<file path="config.mk">
export PLATFORM = sky130hd
export DESIGN_NAME = timer_prescale
export DESIGN_NICKNAME = d
export VERILOG_FILES = /design/src/verilog/tmr_pkg.sv /design/src/verilog/timer_prescale.sv
export SDC_FILE = /design/constraint.sdc
export NUM_CORES = 1
export LEC_CHECK = 0
export CELL_PAD_IN_SITES_DETAIL_PLACEMENT = 0
export CELL_PAD_IN_SITES_GLOBAL_PLACEMENT = 1
export CORE_UTILIZATION = 49
export DETAILED_ROUTE_END_ITERATION = 6
export DONT_BUFFER_PORTS = 1
export PLACE_DENSITY_LB_ADDON = 0.12
export SLEW_MARGIN = 10
export SYNTH_ARGS = -nofsm -noshare
export SYNTH_HDL_FRONTEND = slang
export SYNTH_SLANG_ARGS = --single-unit
</file>
<file path="constraint.sdc">
create_clock -name clk -period 4.2 [get_ports clk]
set_clock_uncertainty 0.05 [all_clocks]
set_input_delay 0 -clock clk [delete_from_list [all_inputs] [get_ports clk]]
set_output_delay 0 -clock clk [all_outputs]
set_load 0.03 [all_outputs]
</file>
<file path="src/verilog/tmr_pkg.sv">
// Shared constants and types for the 8-bit timer with shared prescaler
package tmr_pkg;
  // Register word offsets
  localparam logic [3:0] CFG_OFS = 4'h0;
  localparam logic [3:0] CNT_OFS = 4'h1;
  localparam logic [3:0] CTL_OFS = 4'h2;
  // Control word field positions
  localparam int FLAG_POS = 0;
  localparam int IEN_POS = 1;
  // Reset values
  localparam logic [7:0] CFG_RESET = 8'h3F;
  localparam logic [7:0] CNT_RESET = 8'h00;
  localparam logic [7:0] PSC_RESET = 8'h00;
  localparam logic [7:0] RD_NONE = 8'h00;
  localparam logic [7:0] CNT_MAX = 8'hFF;
  // Instruction cycles of increment blackout after a count write
  localparam logic [1:0] INHIBIT_CYC = 2'h2;
  // Clock phases within one instruction cycle
  typedef enum logic [1:0] {PH_Q1, PH_Q2, PH_Q3, PH_Q4} phase_t;
  // Configuration word: clock source, edge, assignment, rate
  typedef struct packed {
    logic [1:0] spare;
    logic timer_clock_src_sel;
    logic timer_ext_edge_sel;
    logic prescaler_assign_sel;
    logic [2:0] prescale_rate_field;
  } cfg_t;
  // Register port request
  typedef struct packed {
    logic [3:0] addr;
    logic [7:0] wdata;
    logic wr;
    logic rd;
  } bus_req_t;
endpackage
</file>
<file path="src/verilog/timer_prescale.sv">
// 8-bit timer/counter with a prescaler shared with the watchdog
`timescale 1ns/10ps
// Notes on behaviour
// - One prescaler, timer or watchdog, never both
// - Assign bit zero: timer; one: watchdog
// - Timer prescale ratios 1:2 through 1:256
// - Timer runs 1:1 only under watchdog assignment
// - Prescaler count never readable nor writable
// - Count write clears timer-assigned prescaler
// - Watchdog clear resets watchdog-assigned prescaler and watchdog
// - Rollover FF to 00 requests interrupt
// - Overflow flag set regardless of enable
// - Interrupt forwarded only when enabled
// - Timer frozen during sleep
// - External count sampled on Q2, Q4
// - Source bit: instruction cycle or pin
// - Edge bit picks rising or falling pin edge
// - Two instruction cycles blocked after count write
module timer_prescale (
  input wire logic clk,
  input wire logic rst_n,
  input wire logic ce,
  input wire tmr_pkg::bus_req_t req,
  output logic [7:0] rdata,
  input wire logic timer_ext_count_in,
  input wire logic sleep_active,
  input wire logic watchdog_clear_instr,
  input wire logic wdt_osc_tick,
  output logic wdt_tick_out,
  output logic wdt_clear_out,
  output logic timer_int_req
);
  // Mask test: low n bits of the prescaler all ones
  function automatic logic low_ones(input logic [7:0] v, input logic [3:0] n);
    logic [8:0] m;
    m = (9'h001 << n) - 9'h001;
    return &(v | ~m[7:0]);
  endfunction

  // Architectural state
  tmr_pkg::cfg_t cfg_reg; // Option-style configuration
  logic [7:0] cnt_reg; // Timer count
  logic flag_reg; // Sticky overflow flag
  logic ien_reg; // Overflow interrupt enable
  logic [7:0] psc_reg; // Prescaler, not on the bus
  logic [1:0] inh_reg; // Remaining blocked instruction cycles
  tmr_pkg::phase_t q_reg; // Internal phase clock
  logic pin_prev_reg; // Previous pin level for edge detect
  logic samp2_reg; // Level caught at Q2
  logic samp4_reg; // Level caught at Q4
  logic [7:0] rdata_reg;
  logic int_reg;
  logic wdt_tick_reg;
  logic wdt_clr_reg;

  // Next values
  tmr_pkg::cfg_t cfg_next;
  logic [7:0] cnt_next;
  logic flag_next;
  logic ien_next;
  logic [7:0] psc_next;
  logic [1:0] inh_next;
  tmr_pkg::phase_t q_next;
  logic samp2_next;
  logic samp4_next;
  logic [7:0] rdata_next;

  // Decode of the register port
  wire wr_cfg = req.wr && req.addr == tmr_pkg::CFG_OFS;
  wire wr_cnt = req.wr && req.addr == tmr_pkg::CNT_OFS;
  wire wr_ctl = req.wr && req.addr == tmr_pkg::CTL_OFS;

  // Assignment and mode decode
  wire to_wdt = cfg_reg.prescaler_assign_sel;
  wire to_tmr = !to_wdt;
  wire ext_mode = cfg_reg.timer_clock_src_sel;
  wire [3:0] rate_n = {1'b0, cfg_reg.prescale_rate_field};
  wire q2 = q_reg == tmr_pkg::PH_Q2;
  wire q4 = q_reg == tmr_pkg::PH_Q4;

  // Pin level with chosen edge made rising
  wire src_lvl = timer_ext_count_in ^ cfg_reg.timer_ext_edge_sel;
  wire pin_edge = src_lvl && !pin_prev_reg;
  // Source event: instruction cycle end or pin edge
  wire src_evt = ext_mode ? pin_edge : q4;
  // Sleep stalls the timer side of the prescaler
  wire run = !sleep_active;

  // Timer-side prescaler tick and wrap test
  wire psc_tmr_evt = to_tmr && run && src_evt;
  wire psc_tmr_wrap = low_ones(psc_reg, rate_n + 4'h1);
  // Watchdog-side prescaler event and output
  wire psc_wdt_evt = to_wdt && wdt_osc_tick;
  wire wdt_tick_w = psc_wdt_evt && low_ones(psc_reg, rate_n);

  // Level whose rising edge steps the counter in pin mode
  wire div_lvl = to_tmr ? psc_reg[cfg_reg.prescale_rate_field] : src_lvl;
  // Increment from the internal clock path
  wire inc_int = !ext_mode && src_evt && (to_wdt || psc_tmr_wrap);
  // Increment from the Q2/Q4 synchroniser
  wire inc_ext = ext_mode && q4 && samp2_reg && !samp4_reg;
  // Blocked after a count write or while asleep
  wire inc = run && inh_reg == 2'h0 && (inc_int || inc_ext);
  wire roll = inc && cnt_reg == tmr_pkg::CNT_MAX;

  // Phase advance, four phases per instruction
  always_comb begin
    unique case (q_reg)
      tmr_pkg::PH_Q1: q_next = tmr_pkg::PH_Q2;
      tmr_pkg::PH_Q2: q_next = tmr_pkg::PH_Q3;
      tmr_pkg::PH_Q3: q_next = tmr_pkg::PH_Q4;
      tmr_pkg::PH_Q4: q_next = tmr_pkg::PH_Q1;
    endcase
  end

  // Sampling of the divided level on Q2 then Q4
  assign samp2_next = q2 ? div_lvl : samp2_reg;
  assign samp4_next = q4 ? samp2_reg : samp4_reg;

  // Configuration and enable follow software writes
  assign cfg_next = wr_cfg ? tmr_pkg::cfg_t'(req.wdata) : cfg_reg;
  assign ien_next = wr_ctl ? req.wdata[tmr_pkg::IEN_POS] : ien_reg;

  // Count: software write wins over an increment
  assign cnt_next = wr_cnt ? req.wdata : (inc ? cnt_reg + 8'h01 : cnt_reg);

  // Flag: hardware set wins over a software clear
  assign flag_next = roll || (wr_ctl ? req.wdata[tmr_pkg::FLAG_POS] : flag_reg);

  // Prescaler clears; no bus path reaches it
  always_comb begin
    if (wr_cnt && to_tmr) begin
      psc_next = tmr_pkg::PSC_RESET;
    end else if (watchdog_clear_instr && to_wdt) begin
      psc_next = tmr_pkg::PSC_RESET;
    end else if (psc_tmr_evt || psc_wdt_evt) begin
      psc_next = psc_reg + 8'h01;
    end else begin
      psc_next = psc_reg;
    end
  end

  // Blackout counter, counted down at each instruction end
  always_comb begin
    if (wr_cnt) begin
      inh_next = tmr_pkg::INHIBIT_CYC;
    end else if (q4 && inh_reg != 2'h0) begin
      inh_next = inh_reg - 2'h1;
    end else begin
      inh_next = inh_reg;
    end
  end

  // Read mux; the prescaler has no address
  always_comb begin
    rdata_next = tmr_pkg::RD_NONE;
    if (req.rd) begin
      unique case (req.addr)
        tmr_pkg::CFG_OFS: rdata_next = cfg_reg;
        tmr_pkg::CNT_OFS: rdata_next = cnt_reg;
        tmr_pkg::CTL_OFS: rdata_next = {6'h00, ien_reg, flag_reg};
        default: rdata_next = tmr_pkg::RD_NONE;
      endcase
    end
  end

  // Timer state
  always_ff @(posedge clk or negedge rst_n) begin
    if (!rst_n) begin
      cfg_reg <= tmr_pkg::cfg_t'(tmr_pkg::CFG_RESET);
      cnt_reg <= tmr_pkg::CNT_RESET;
      flag_reg <= 1'b0;
      ien_reg <= 1'b0;
      psc_reg <= tmr_pkg::PSC_RESET;
      inh_reg <= 2'h0;
    end else if (ce) begin
      cfg_reg <= cfg_next;
      cnt_reg <= cnt_next;
      flag_reg <= flag_next;
      ien_reg <= ien_next;
      psc_reg <= psc_next;
      inh_reg <= inh_next;
    end
  end

  // Phase and synchroniser state
  always_ff @(posedge clk or negedge rst_n) begin
    if (!rst_n) begin
      q_reg <= tmr_pkg::PH_Q1;
      pin_prev_reg <= 1'b0;
      samp2_reg <= 1'b0;
      samp4_reg <= 1'b0;
    end else if (ce) begin
      q_reg <= q_next;
      pin_prev_reg <= src_lvl;
      samp2_reg <= samp2_next;
      samp4_reg <= samp4_next;
    end
  end

  // Registered outputs
  always_ff @(posedge clk or negedge rst_n) begin
    if (!rst_n) begin
      rdata_reg <= tmr_pkg::RD_NONE;
      int_reg <= 1'b0;
      wdt_tick_reg <= 1'b0;
      wdt_clr_reg <= 1'b0;
    end else if (ce) begin
      rdata_reg <= rdata_next;
      int_reg <= flag_next && ien_next;
      wdt_tick_reg <= wdt_tick_w;
      wdt_clr_reg <= watchdog_clear_instr;
    end
  end

  assign rdata = rdata_reg;
  assign timer_int_req = int_reg;
  assign wdt_tick_out = wdt_tick_reg;
  assign wdt_clear_out = wdt_clr_reg;
endmodule

</file>
==> results_dict.tcl <==
set metrics [dict create \
    outcome "complete, no violations" \
    max-cap-violations 0 \
    fmax_mhz 286 \
    rr_endpoint "cnt_reg[3]$_DFFE_PN0P_" \
    reg2reg_slack_ps 710 \
    path_delay_family "compound AO/OA/AOI/OAI gates" \
    slew_violations 0 \
    grt-ovfl-total 0 \
    cts_setup_buffers 0 \
    synthFlopType "dfrtp_1" \
    setup-tns-final_ps 0 \
    fp.dieArea_sq_um 6230 \
    fin_crit_sh 0.831 \
    path_max_fanout 20 \
    grtUsageTotal 0.262 \
    whs_path_depth 3 \
    ys_seq_area_frac 0.383 \
    antennaDiodeCount 0 \
    die-height_um 78.9 \
    cts_buffer_depth 2 \
    cts.repair.resized 0 \
    wl_per_cell_um 18.7 \
    core-area_sq_um 5610 \
    dr_total_vias 2414 \
    slowest_stage "dfstp_2" \
    crit_chain "nand2_1, inv_1, ha_1, nand2_1, ha_1, nor3_1, a21oi_1, o32ai_1, o41a_1, a21oi_4, o221ai_1" \
    crit_arrival_ps 3600 \
    ys_ff_latch 44 \
    holdPathEnd "rdata[6]$_DFFE_PN0P_" \
    rows 27 \
    critPathLaunch "cfg_reg[0]$_DFFE_PN1P_" \
    worst_ep_required_time_ps 4310 \
    fin_util 0.572 \
    cts-root-buf "clkbuf_8" \
    port_buffers 0 \
    design_power_total_mw 1.50 \
    setup_viol 0 \
    first_iter_violations 176 \
    endpoint_kind "flip-flop" \
    cts_tree "done" \
    routed_wl_um 7350 \
    hp-class "in2reg" \
    synth_cell_type_count 60 \
    slew_headroom 0.222 \
    start_kind "flip-flop" \
    crit_buf_inv 1 \
    clock_sinks 44 \
    critPathKind "reg2reg" \
    syn_avg_cell_area_sq_um 9.26 \
    irDropWorstVdd_uv 267 \
    synth_area_sq_um 2900 \
    die_x_um 78.9 \
    min-delay-start "req[11]" \
    period_minus_slack_ps 3490 \
    rsz0062_at_grt "no" \
    clk_latency_ps 300 \
    power.leakage_nw 1.31 \
    cpPeakStageDelay_ps 750 \
    drt_drc_violations_left 0 \
    layout.nets 352 \
    timing.hold.ws_ps 5.44 \
    ctsHoldBuffers 20 \
    drt_pass1_iterations 4 \
    powerDensity_nw_per_um2 468 \
    gp_congestion 0.810 \
    grt_pass1_vias 2441 \
    ant_nets 0 \
    tightest_slew_ps 1160 \
    htree_num_levels 2 \
    initial_core_util 0.517 \
    syn_nets 345 \
    grt_max_degree 45 \
    cts_buffers 5 \
    synth_edf_count 0 \
    clk_pin_slew_worst_paths_ps 90 \
    grt_pass1_wl_um 12400 \
    viasPerCell 6.14 \
    layout-drive-gt1-share 0.106 \
    timing_hold_violations_final 0 \
    hpwl_um 5010 \
    antenna_found_initial 0 \
    ios 32 \
    ys_warn_count 0 \
    synth_cells 313 \
    async_flop_share 1.00 \
    r2r-start "cfg_reg[0]$_DFFE_PN1P_" \
    reg2reg_depth 11 \
    area_delta_synth_final_pct 10.7 \
]
area by class of cell:
cell class | count | area, sq um
Sequential cell | 44 | 1110
Inverter | 17 | 63.8
Clock buffer | 6 | 82.6
Fill cell | 545 | 2400
Multi-Input combinational cell | 232 | 1630
Clock inverter | 2 | 15.0
Tap cell | 72 | 90.1
Timing Repair Buffer | 20 | 218
per-layer routing:
| layer | up-vias | track usage | share of wire |
|---|---|---|---|
| li1 | 1150 | - | - |
| met1 | 1173 | 0.360 | 0.47 |
| met2 | 78 | 0.419 | 0.46 |
| met3 | 13 | 0.0494 | 0.052 |
| met4 | 0 | 0.0764 | 0.015 |
| met5 | - | 0 | 0 |
power by group:
group          total [mW]  internal, mW  leakage (nW)  switching (mW)
sequential          0.691         0.531         0.548           0.160
combinational       0.523         0.249         0.723           0.273
clock               0.286         0.133        0.0434           0.153
total                1.50         0.914          1.31           0.586
cell usage after synthesis, types with 2 or more instances:
cell type / instances / area, sq um
and2_1: 3 / 18.8
nand4_1: 3 / 18.8
nand2_1: 28 / 105
clkbuf_1: 11 / 41.3
a211oi_1: 3 / 22.5
dfrtp_1: 38 / 951
o21ai_0: 17 / 85.1
inv_1: 17 / 63.8
o21a_1: 2 / 15.0
nor2_1: 29 / 109
mux2_2: 13 / 146
o2bb2ai_1: 10 / 87.6
nor3_1: 4 / 20.0
o22ai_1: 4 / 25.0
o22a_1: 3 / 26.3
nor4_1: 2 / 12.5
mux4_2: 2 / 45.0
nor4b_1: 3 / 26.3
or3_1: 2 / 12.5
nor2b_1: 2 / 12.5
buf_4: 2 / 15.0
mux2i_1: 11 / 110
nand2b_1: 8 / 50.1
o221ai_1: 3 / 26.3
nand4b_1: 2 / 17.5
a31oi_1: 2 / 12.5
buf_2: 4 / 20.0
a2bb2oi_1: 7 / 61.3
dfstp_2: 6 / 158
ha_1: 11 / 138
nand3_1: 12 / 60.1
nand3b_1: 2 / 15.0
a21oi_1: 12 / 60.1
xnor2_1: 9 / 78.8
worst reg2reg max path: cells and delay by family (launching register included):
kind                       cells  cell delay (ps)
AOI/OAI and AO/OA              5             1370
adders and majority gates      2              660
buffers and inverters          1              140
DFF                            1              750
and+or+nand+nor                3              380
through the flow:
| stage | cell area (sq um) | worst slack (ps) | instances |
|---|---|---|---|
| after detailed placement | 2890 | 764 | 365 |
| after CTS | 3210 | 760 | 393 |
| after global placement | 2890 | 853 | 365 |
| after floorplan | 2900 | 1170 | 313 |
| final | 3210 | 708 | 393 |
| after global routing | 3210 | 405 | 393 |
layout by cell type (no fill, tap or decap), types with 7 or more instances in the layout:
| cell | count |
|---|---|
| nand2_1 | 28 |
| ha_1 | 11 |
| dfrtp_1 | 38 |
| o21ai_0 | 17 |
| dlygate4sd3_1 | 19 |
| nand2b_1 | 8 |
| mux2i_1 | 11 |
| a2bb2oi_1 | 7 |
| xnor2_1 | 9 |
| nor2_1 | 29 |
| o2bb2ai_1 | 10 |
| mux2_2 | 13 |
| a21oi_1 | 12 |
| inv_1 | 17 |
| nand3_1 | 12 |
logic make-up after synthesis:
family          share of synthesized area
compound gates                      0.204
xor+xnor                           0.0302
fa+ha+maj                          0.0475
buf+inv                            0.0553
flops                               0.383
mux                                 0.104
simple gates                        0.176
worst max path at each step:
stage,cells after the start,end
2_1_floorplan,13,cnt_reg[7]$_DFFE_PN0P_
3_3_place_gp,11,cnt_reg[3]$_DFFE_PN0P_
3_5_place_dp,11,cnt_reg[3]$_DFFE_PN0P_
4_1_cts,11,cnt_reg[3]$_DFFE_PN0P_
5_1_grt,11,cnt_reg[3]$_DFFE_PN0P_
6_report,11,cnt_reg[3]$_DFFE_PN0P_
No activity file was read; power rests on OpenSTA's default activity.
